==> src/include/lpmc_pkg.sv <==
// package for the led pump mode and level control block
// assumes a 50 MHz mclk and comparator levels arriving unsynchronised
package lpmc_pkg;
	localparam int CLK_MHZ       = 50;
	localparam int SETTLE_US     = 100;
	localparam int FILTER_US     = 50;
	localparam int FILTER_CYCLES = FILTER_US * CLK_MHZ;
	// pump switch phase length, one phase per microsecond half
	localparam int PHASE_CYCLES  = 25;
	localparam int SINKS         = 7;
	localparam int SETTLE_W      = 13;
	localparam int FILTER_W      = 12;
	localparam int PHASE_W       = 5;

	localparam logic [7:0] ADDR_MODE = 8'h00;
	localparam logic [7:0] ADDR_BL   = 8'h01;
	localparam logic [7:0] ADDR_LAW  = 8'h04;
	localparam logic [7:0] ADDR_SINK = 8'h05;
	localparam logic [7:0] ADDR_MAX  = 8'h09;
	localparam logic [7:0] ADDR_DIM  = 8'h0A;

	localparam int ACTIVE_BIT = 0;
	localparam int BLON_BIT   = 0;
	localparam int DIMSEL_BIT = 1;

	localparam logic [1:0] LAW_LINEAR = 2'h0;
	localparam logic [1:0] LAW_SQUARE = 2'h1;
	localparam logic [6:0] LEVEL_FULL = 7'h7F;
	localparam logic [7:0] REG_RESET  = 8'h00;

	localparam logic [1:0] GAIN_NONE = 2'h0;
	localparam logic [1:0] GAIN_1X   = 2'h1;
	localparam logic [1:0] GAIN_15X  = 2'h2;
	localparam logic [1:0] GAIN_2X   = 2'h3;

	typedef enum logic [2:0] {
		PUMP_OFF, PUMP_SOFT, PUMP_G1, PUMP_G15, PUMP_G2, PUMP_FAULT
	} lpmc_pump_t;

	typedef struct packed {
		logic bypass;
		logic chargeSeries;
		logic chargeParallel;
		logic dischargeParallel;
	} lpmc_switch_t;

	typedef struct packed {
		logic [SINKS-1:0] sinkLow;
		logic [SINKS-1:0] sinkHigh;
		logic             outputReady;
		logic             fault;
	} lpmc_sense_t;

	typedef struct packed {
		logic [1:0]          pinS;
		logic [1:0]          uvS;
		logic [1:0]          fltS;
		logic [1:0]          rdyS;
		logic [SINKS-1:0]    lowS1;
		logic [SINKS-1:0]    lowS2;
		logic [SINKS-1:0]    highS1;
		logic [SINKS-1:0]    highS2;
		logic [FILTER_W-1:0] pinCnt;
		logic                pinRst;
		lpmc_pump_t          pump;
		logic [SETTLE_W-1:0] settle;
		logic [PHASE_W-1:0]  phCnt;
		logic                phase;
		logic                active;
		logic                blOn;
		logic                dimSel;
		logic [1:0]          law;
		logic [SINKS-1:0]    sinkEn;
		logic [6:0]          maxLvl;
		logic [6:0]          dimLvl;
		logic [7:0]          rdata;
		logic                ack;
		logic [6:0]          level;
		logic [13:0]         current;
	} lpmc_state_t;
endpackage

==> src/design/lpmc_top.sv <==
// pump gain stepping, soft start, operating modes and backlight levels
// assumes an outside receiver turns serial commands into register pulses
// Notes on behaviour
// [RQ1] pump starts in unity gain after soft start
// [RQ2] enabled sink below headroom raises gain one step
// [RQ3] wait settle interval after every gain change
// [RQ4] still short at 1.5x steps up to 2x
// [RQ5] all headroom above downstep threshold lowers gain
// [RQ6] disabled sinks ignored in gain decisions
// [RQ7] series or parallel charge, parallel discharge phases
// [RQ8] fault opens every pump switch
// [RQ9] limited charge until output ready, then unity
// [RQ10] standby exit or fault recovery reruns soft start
// [RQ11] active bit one enables active mode
// [RQ12] standby from active bit zero or reset pin
// [RQ13] undervoltage shuts down, recovery resets into standby
// [RQ14] leaving shutdown resets registers, enters standby
// [RQ15] reset pin low holds defaults, no acknowledge
// [RQ16] after pin release defaults kept, commands accepted
// [RQ17] reset pin must stay low whole filter time
// [RQ18] backlight uses maximum or dim level register
// [RQ19] levels are seven bit codes, 128 steps
// [RQ20] dim code is never clamped to maximum
// [RQ21] law zero is linear, code times 127
// [RQ22] law one is square, code squared
// [RQ23] dim select picks dim, clearing returns maximum
// [RQ24] standby, shutdown or reset returns to soft start
`timescale 1ns/1ps
module lpmc_top #(
	parameter int SettleCycles = lpmc_pkg::SETTLE_US * lpmc_pkg::CLK_MHZ
) (
	input  wire logic                 mclk,
	input  wire logic                 rst,
	input  wire logic                 resetPinLowN,
	input  wire logic                 undervoltageLockout,
	input  wire lpmc_pkg::lpmc_sense_t sense,
	input  wire logic                 regWrite,
	input  wire logic                 regRead,
	input  wire logic [7:0]           regAddr,
	input  wire logic [7:0]           regWdata,
	output logic [7:0]                regRdata,
	output logic                      regAck,
	output logic [1:0]                pumpGain,
	output logic                      softStartOn,
	output lpmc_pkg::lpmc_switch_t    pumpSwitch,
	output logic [6:0]                levelCode,
	output logic [13:0]               sinkCurrent
);
	lpmc_pkg::lpmc_state_t q;
	lpmc_pkg::lpmc_state_t d;
	logic                  blocked;
	logic                  upNeed;
	logic                  downOk;
	logic                  restart;

	// local copies of the package widths so the size casts stay unscoped
	localparam int FILTER_W = lpmc_pkg::FILTER_W;
	localparam int SETTLE_W = lpmc_pkg::SETTLE_W;
	localparam int PHASE_W  = lpmc_pkg::PHASE_W;

	function automatic logic [7:0] readReg(
		input logic [7:0]            addr,
		input lpmc_pkg::lpmc_state_t s
	);
		logic [7:0] v;
		v = lpmc_pkg::REG_RESET;
		case (addr)
			lpmc_pkg::ADDR_MODE: v[lpmc_pkg::ACTIVE_BIT] = s.active;
			lpmc_pkg::ADDR_BL: begin
				v[lpmc_pkg::BLON_BIT]   = s.blOn;
				v[lpmc_pkg::DIMSEL_BIT] = s.dimSel;
			end
			lpmc_pkg::ADDR_LAW:  v[1:0] = s.law;
			lpmc_pkg::ADDR_SINK: v[6:0] = s.sinkEn;
			lpmc_pkg::ADDR_MAX:  v[6:0] = s.maxLvl;
			lpmc_pkg::ADDR_DIM:  v[6:0] = s.dimLvl;
			default:             v = lpmc_pkg::REG_RESET;
		endcase
		return v;
	endfunction

	// shutdown and a filtered pin reset both keep the registers cleared
	assign blocked = q.uvS[1] | q.pinRst; // [RQ13] [RQ15]
	assign upNeed  = |(q.lowS2 & q.sinkEn); // [RQ6]
	assign downOk  = &(q.highS2 | ~q.sinkEn); // [RQ5] [RQ6]
	assign restart = regWrite && !blocked && regAddr == lpmc_pkg::ADDR_MODE
		&& regWdata[lpmc_pkg::ACTIVE_BIT];

	always_comb begin
		d = q;
		d.pinS   = {q.pinS[0], resetPinLowN};
		d.uvS    = {q.uvS[0], undervoltageLockout};
		d.fltS   = {q.fltS[0], sense.fault};
		d.rdyS   = {q.rdyS[0], sense.outputReady};
		d.lowS1  = sense.sinkLow;
		d.lowS2  = q.lowS1;
		d.highS1 = sense.sinkHigh;
		d.highS2 = q.highS1;

		// pin must read low for the whole filter interval
		if (q.pinS[1]) begin
			d.pinCnt = '0;
			d.pinRst = 1'b0; // [RQ16]
		end else if (q.pinCnt == FILTER_W'(lpmc_pkg::FILTER_CYCLES - 1)) begin
			d.pinRst = 1'b1; // [RQ17] [RQ12]
		end else begin
			d.pinCnt = q.pinCnt + 1'b1; // [RQ17]
		end

		d.ack   = (regWrite | regRead) && !blocked; // [RQ15] [RQ16]
		d.rdata = regRead ? readReg(regAddr, q) : q.rdata;
		if (regWrite && !blocked) begin
			case (regAddr)
				lpmc_pkg::ADDR_MODE:
					d.active = regWdata[lpmc_pkg::ACTIVE_BIT]; // [RQ11]
				lpmc_pkg::ADDR_BL: begin
					d.blOn   = regWdata[lpmc_pkg::BLON_BIT];
					d.dimSel = regWdata[lpmc_pkg::DIMSEL_BIT]; // [RQ23]
				end
				lpmc_pkg::ADDR_LAW:  d.law    = regWdata[1:0];
				lpmc_pkg::ADDR_SINK: d.sinkEn = regWdata[6:0];
				lpmc_pkg::ADDR_MAX:  d.maxLvl = regWdata[6:0]; // [RQ19]
				lpmc_pkg::ADDR_DIM:  d.dimLvl = regWdata[6:0]; // [RQ20]
				default: d.active = q.active;
			endcase
		end
		if (blocked) begin
			d.active = 1'b0; // [RQ14] [RQ13]
			d.blOn   = 1'b0;
			d.dimSel = 1'b0;
			d.law    = lpmc_pkg::LAW_LINEAR; // [RQ21]
			d.sinkEn = '0;
			d.maxLvl = '0;
			d.dimLvl = '0;
			d.rdata  = lpmc_pkg::REG_RESET;
		end

		// any stop sends the pump back through soft start
		if (!q.active || blocked) begin
			d.pump   = lpmc_pkg::PUMP_OFF; // [RQ24] [RQ12]
			d.settle = '0;
		end else begin
			case (q.pump)
				lpmc_pkg::PUMP_OFF: d.pump = lpmc_pkg::PUMP_SOFT; // [RQ10]
				lpmc_pkg::PUMP_SOFT: begin
					if (q.fltS[1]) begin
						d.pump = lpmc_pkg::PUMP_FAULT;
					end else if (q.rdyS[1]) begin
						d.pump   = lpmc_pkg::PUMP_G1; // [RQ9] [RQ1]
						d.settle = SETTLE_W'(SettleCycles - 1);
					end
				end
				lpmc_pkg::PUMP_G1, lpmc_pkg::PUMP_G15, lpmc_pkg::PUMP_G2: begin
					if (q.fltS[1]) begin
						d.pump = lpmc_pkg::PUMP_FAULT; // [RQ8]
					end else if (q.settle != '0) begin
						d.settle = q.settle - 1'b1; // [RQ3]
					end else if (upNeed && q.pump != lpmc_pkg::PUMP_G2) begin
						d.pump = (q.pump == lpmc_pkg::PUMP_G1) ?
							lpmc_pkg::PUMP_G15 : lpmc_pkg::PUMP_G2; // [RQ2] [RQ4]
						d.settle = SETTLE_W'(SettleCycles - 1); // [RQ3]
					end else if (!upNeed && downOk
						&& q.pump != lpmc_pkg::PUMP_G1) begin
						d.pump = (q.pump == lpmc_pkg::PUMP_G2) ?
							lpmc_pkg::PUMP_G15 : lpmc_pkg::PUMP_G1; // [RQ5]
						d.settle = SETTLE_W'(SettleCycles - 1); // [RQ3]
					end
				end
				lpmc_pkg::PUMP_FAULT: begin
					// only a fresh enable write restarts after a fault
					if (restart && !q.fltS[1])
						d.pump = lpmc_pkg::PUMP_SOFT; // [RQ10]
				end
				default: d.pump = lpmc_pkg::PUMP_OFF;
			endcase
		end

		if (q.phCnt == PHASE_W'(lpmc_pkg::PHASE_CYCLES - 1)) begin
			d.phCnt = '0;
			d.phase = ~q.phase; // [RQ7]
		end else begin
			d.phCnt = q.phCnt + 1'b1;
		end

		if (q.active && q.blOn)
			d.level = q.dimSel ? q.dimLvl : q.maxLvl; // [RQ18] [RQ23] [RQ20]
		else
			d.level = '0;
		// current in steps of full scale / 16129 for both laws
		if (q.law == lpmc_pkg::LAW_LINEAR)
			d.current = 14'(q.level) * 14'(lpmc_pkg::LEVEL_FULL); // [RQ21]
		else
			d.current = 14'(q.level) * 14'(q.level); // [RQ22]
	end

	always_ff @(posedge mclk) begin
		if (rst)
			q <= '0;
		else
			q <= d;
	end

	always_comb begin
		pumpSwitch  = '0;
		pumpGain    = lpmc_pkg::GAIN_NONE;
		softStartOn = q.pump == lpmc_pkg::PUMP_SOFT; // [RQ9]
		case (q.pump)
			lpmc_pkg::PUMP_G1: begin
				pumpGain          = lpmc_pkg::GAIN_1X;
				pumpSwitch.bypass = 1'b1; // [RQ1]
			end
			lpmc_pkg::PUMP_G15: begin
				pumpGain                     = lpmc_pkg::GAIN_15X;
				pumpSwitch.chargeSeries      = ~q.phase; // [RQ7]
				pumpSwitch.dischargeParallel = q.phase;
			end
			lpmc_pkg::PUMP_G2: begin
				pumpGain                     = lpmc_pkg::GAIN_2X;
				pumpSwitch.chargeParallel    = ~q.phase; // [RQ7]
				pumpSwitch.dischargeParallel = q.phase;
			end
			// off, soft start and fault leave every switch open
			default: pumpSwitch = '0; // [RQ8]
		endcase
	end

	assign regRdata    = q.rdata;
	assign regAck      = q.ack;
	assign levelCode   = q.level;
	assign sinkCurrent = q.current;
endmodule

==> config.mk <==
export PLATFORM = sky130hd
export DESIGN_NAME = lpmc_top
export DESIGN_NICKNAME = d
export VERILOG_FILES = /design/src/include/lpmc_pkg.sv /design/src/design/lpmc_top.sv
export SDC_FILE = /design/constraint.sdc
export NUM_CORES = 1
export LEC_CHECK = 0
export ABC_AREA = 1
export BUFFER_PORTS_ARGS = -buffer_cell sky130_fd_sc_hd__buf_4
export CAP_MARGIN = 20
export CORE_UTILIZATION = 45
export DETAILED_ROUTE_END_ITERATION = 10
export GPL_TIMING_DRIVEN = 0
export PLACE_DENSITY = 0.74
export SKIP_CTS_REPAIR_TIMING = 1
export SYNTH_ARGS = -nofsm -noshare
export SYNTH_HDL_FRONTEND = slang
export SYNTH_SLANG_ARGS = --single-unit
==> constraint.sdc <==
create_clock -name mclk -period 4.75 [get_ports mclk]
set_input_delay 0 -clock mclk [delete_from_list [all_inputs] [get_ports mclk]]
set_output_delay 0 -clock mclk [all_outputs]
set_load 0.02 [all_outputs]
==> reports/qor.yml <==
run_status:
  outcome: "completed"
detailed_routing:
  drc: 0
  avgRoutedWirePerCell_um: 12.8
  num_vias: 7322
  drt_wl_total_um: 18900
  via_per_inst: 4.95
  final_antenna_net_count: 0
  drt_iter0_markers: 434
  first_pass_iters: 5
timing:
  fmax_mhz: 225
  whs_ns: 0.0245
  skew_ns: 0.00728
  finalMaxSlewViolations: 0
  slew_headroom_pct: 56.9
  post-route-period-util_pct: 93.5
  worst_pin_slew_ns: 0.647
  rsz0062_at_grt: "no"
  hold_viol: 0
  setup_tns_ns: 0
  min_period_ns: 4.44
  setup_viol: 0
logic_synthesis:
  synth.avg_cell_area_um2: 7.25
  synth_edf_count: 0
  ys_seq_area_share_pct: 30.9
  postSynth.asyncResetShare_pct: 0
  yosys.area.top_type: "dfxtp_1"
  syn_nets: 1263
  synth_area_um2: 8160
  synth_cell_types: 44
  synth_top_area_share_pct: 30.9
  syn_inst: 1126
  synth_flop_cell: "dfxtp_1"
  ys_seq_elements: 126
  yosysWarnings: 0
  synth.area.top_cells: "dfxtp_1 (31%), ha_1 (10%), nand2_1 (9.7%)"
grt:
  grt_pass1_vias: 6530
  grt.overflow.total: 0
  grt_max_degree: 17
  grt_pass1_wl_um: 30200
  antenna_found_initial: 0
  grt.total_usage_pct: 20.9
clock_tree:
  clkTransAtPathRegs_ns: 0.06
  clock_latency_ns: 0.42
  cts-root-buf: "clkbuf_16"
  clock-sinks: 126
  htree_levels: 4
  cts_tree: "yes"
  clockBufferDepth: 2
  cts_made_buffers: 17
worst_setup_path:
  path_cells: "clkbuf_2 -> nand2_1 -> xor2_1 -> ha_1 -> inv_1 -> fa_1 -> inv_1 -> fa_1 -> inv_1 -> fa_1 -> inv_1 -> ha_1 -> inv_1 -> o21ai_0 -> or2_2 -> a21oi_1 -> nor2_1 -> nor2_1 -> nand2_1 -> a21oi_1"
  timing.rr.start: "levelCode[1]"
  crit_buf_inv: 6
  reg2reg_depth: 20
  crit_path_end: "sinkCurrent[7]"
  path_max_fanout: 8
  path_class: "reg2reg"
  required_ns: 5.10
  critPathMaxStageDelay_ns: 0.53
  cp_data_arrival_time_ns: 4.79
  start_kind: "flip-flop"
  critPathLaunch: "levelCode[1]"
  r2r-end: "sinkCurrent[7]"
  cp_top_family: "adder cells"
  crit_slowest_cell: "fa_1"
  end_kind: "flip-flop"
  cpMostUsedCell: "inv_1"
  cp.depth: 20
  r2r_setup_slack_ns: 0.31
placed_design:
  numPortBuffers: 70
  gp_congestion: 0.880
  place_hpwl_um: 14000
power:
  power_frac_clock_pct: 51.2
  combPwrFrac_pct: 4.7
  p_leak_nw: 4.99
  seq_power_share_pct: 44.1
  vdd_drop_max_mv: 0.259
  switching_share_pct: 23.4
  p_sw_mw: 0.577
  power_density_nw_per_um2: 251
  internal_power_mw: 1.89
floorplan:
  rows: 48
  ioPinCount: 75
  die_height_um: 137
  start_util_pct: 46.7
  dieWidth_um: 137
  die_area_um2: 18700
  core_um2: 17500
finish:
  fill_cells: 1592
  drive_gt1_share_pct: 13.9
  finalNetCount: 1379
  antenna_cells: 0
  syn2layout_area_growth_pct: 20.4
  final_util_pct: 56.2
flow_run:
  maxCapViolCount: 0
hold_path:
  worstHoldStart: "rst"
  hold_class: "in2reg"
## flip-flops by register name, indices dropped and copies added (netlist names)
signal / cells
levelCode: 7
q: 79
regRdata: 7
d: 18
sinkCurrent: 14
regAck: 1
## cell type report
type / instances / area (um^2) / area share [%]
multi-input combinational: 744 / 4540 / 46.2
sequential: 126 / 2530 / 25.8
timing repair buffer: 97 / 796 / 8.10
inverter: 206 / 773 / 7.87
clock buffer: 19 / 453 / 4.61
buffer: 50 / 322 / 3.27
tap: 225 / 282 / 2.86
clock inverter: 13 / 126 / 1.29
## routing by layer
metal  routed length [um]  track usage [%]  vias up
met2                 8980             33.5      187
met3                  981             4.11       33
met5                    0                0        -
met4                  426             8.27        0
li1                     -                -     3746
met1                 8520             27.4     3356
## cells in the final DEF, fill, tap and decap left out, types with 13 or more instances in the layout
master	n
a21oi_1	87
buf_4	101
clkbuf_16	17
dfxtp_1	119
dlygate4sd3_1	27
fa_1	32
ha_1	67
inv_1	202
nand2_1	211
nand3_1	71
nand4_1	13
nor2_1	125
nor3_1	14
o21ai_0	49
xor2_1	16
## per-stage QoR
stage / power (mW) / worst slack, ns / std cells / cell area, um^2
4_1_cts: 2.47 / 0.0279 / 1453 / 9550
2_1_floorplan: 1.16 / 0.537 / 1126 / 8160
3_5_place_dp: 1.21 / 0.0593 / 1421 / 8970
6_report: 2.46 / 0.309 / 1480 / 9830
5_1_grt: 2.55 / 0.00208 / 1480 / 9830
3_3_place_gp: 1.20 / 0.101 / 1421 / 8970
## Yosys cell counts (2+ instances only)
master,instances
a21oi_1,87
a211oi_1,5
nor2_2,3
nor2_8,2
o21ai_0,49
nand4_1,13
o211ai_1,7
buf_2,6
inv_2,3
nand3_2,2
nor3_1,14
inv_1,202
a21o_1,2
or2_2,5
ha_1,67
and2_1,2
o21a_1,2
nand2_2,4
nor2_1,125
buf_4,31
dfxtp_1,126
fa_1,32
xor2_1,16
nand2_1,211
o21bai_1,4
xnor2_1,6
nor2_4,2
clkbuf_1,12
nand3_1,71
## power groups by stage
stage	registers (mW)	clock network (mW)	logic (mW)
finish	1.09	1.26	0.116
global route	1.09	1.33	0.129
CTS	1.09	1.28	0.0975
detailed placement	1.11	0	0.0968
global placement	1.11	0	0.0946
floorplan	1.11	0	0.0522
## logic make-up after synthesis
family / after synthesis / synth area share (%)
AOI/OAI and AO/OA: 161 / 10.6
xor gates and xnor gates: 22 / 2.36
adders and majority gates: 99 / 18.1
buffers and inverters: 256 / 13.4
DFF: 126 / 30.9
muxes: 1 / 0.123
other: 1 / 0.0460
and+or+nand+nor: 460 / 24.4
## worst reg2reg max path: stages (launching register included)
cell and delay (ns):
dfxtp_2 0.44, clkbuf_2 0.24, nand2_1 0.13, xor2_1 0.18
ha_1 0.28, inv_1 0.05, fa_1 0.53, inv_1 0.06
fa_1 0.50, inv_1 0.06, fa_1 0.52, inv_1 0.04
ha_1 0.33, inv_1 0.08, o21ai_0 0.11, or2_2 0.32
a21oi_1 0.18, nor2_1 0.06, nor2_1 0.08, nand2_1 0.06
a21oi_1 0.12
## how the worst min path moves through the flow
stage	to	slack (ns)	depth (start not counted)
after global placement	d[107]	0.20	3
after global routing	q[56]	0.04	2
after floorplan	d[105]	0.11	2
final	q[56]	0.02	2
after CTS	d[124]	-0.24	3
after detailed placement	d[124]	0.21	3
Note: power is estimated with default switching activity, not from simulation.
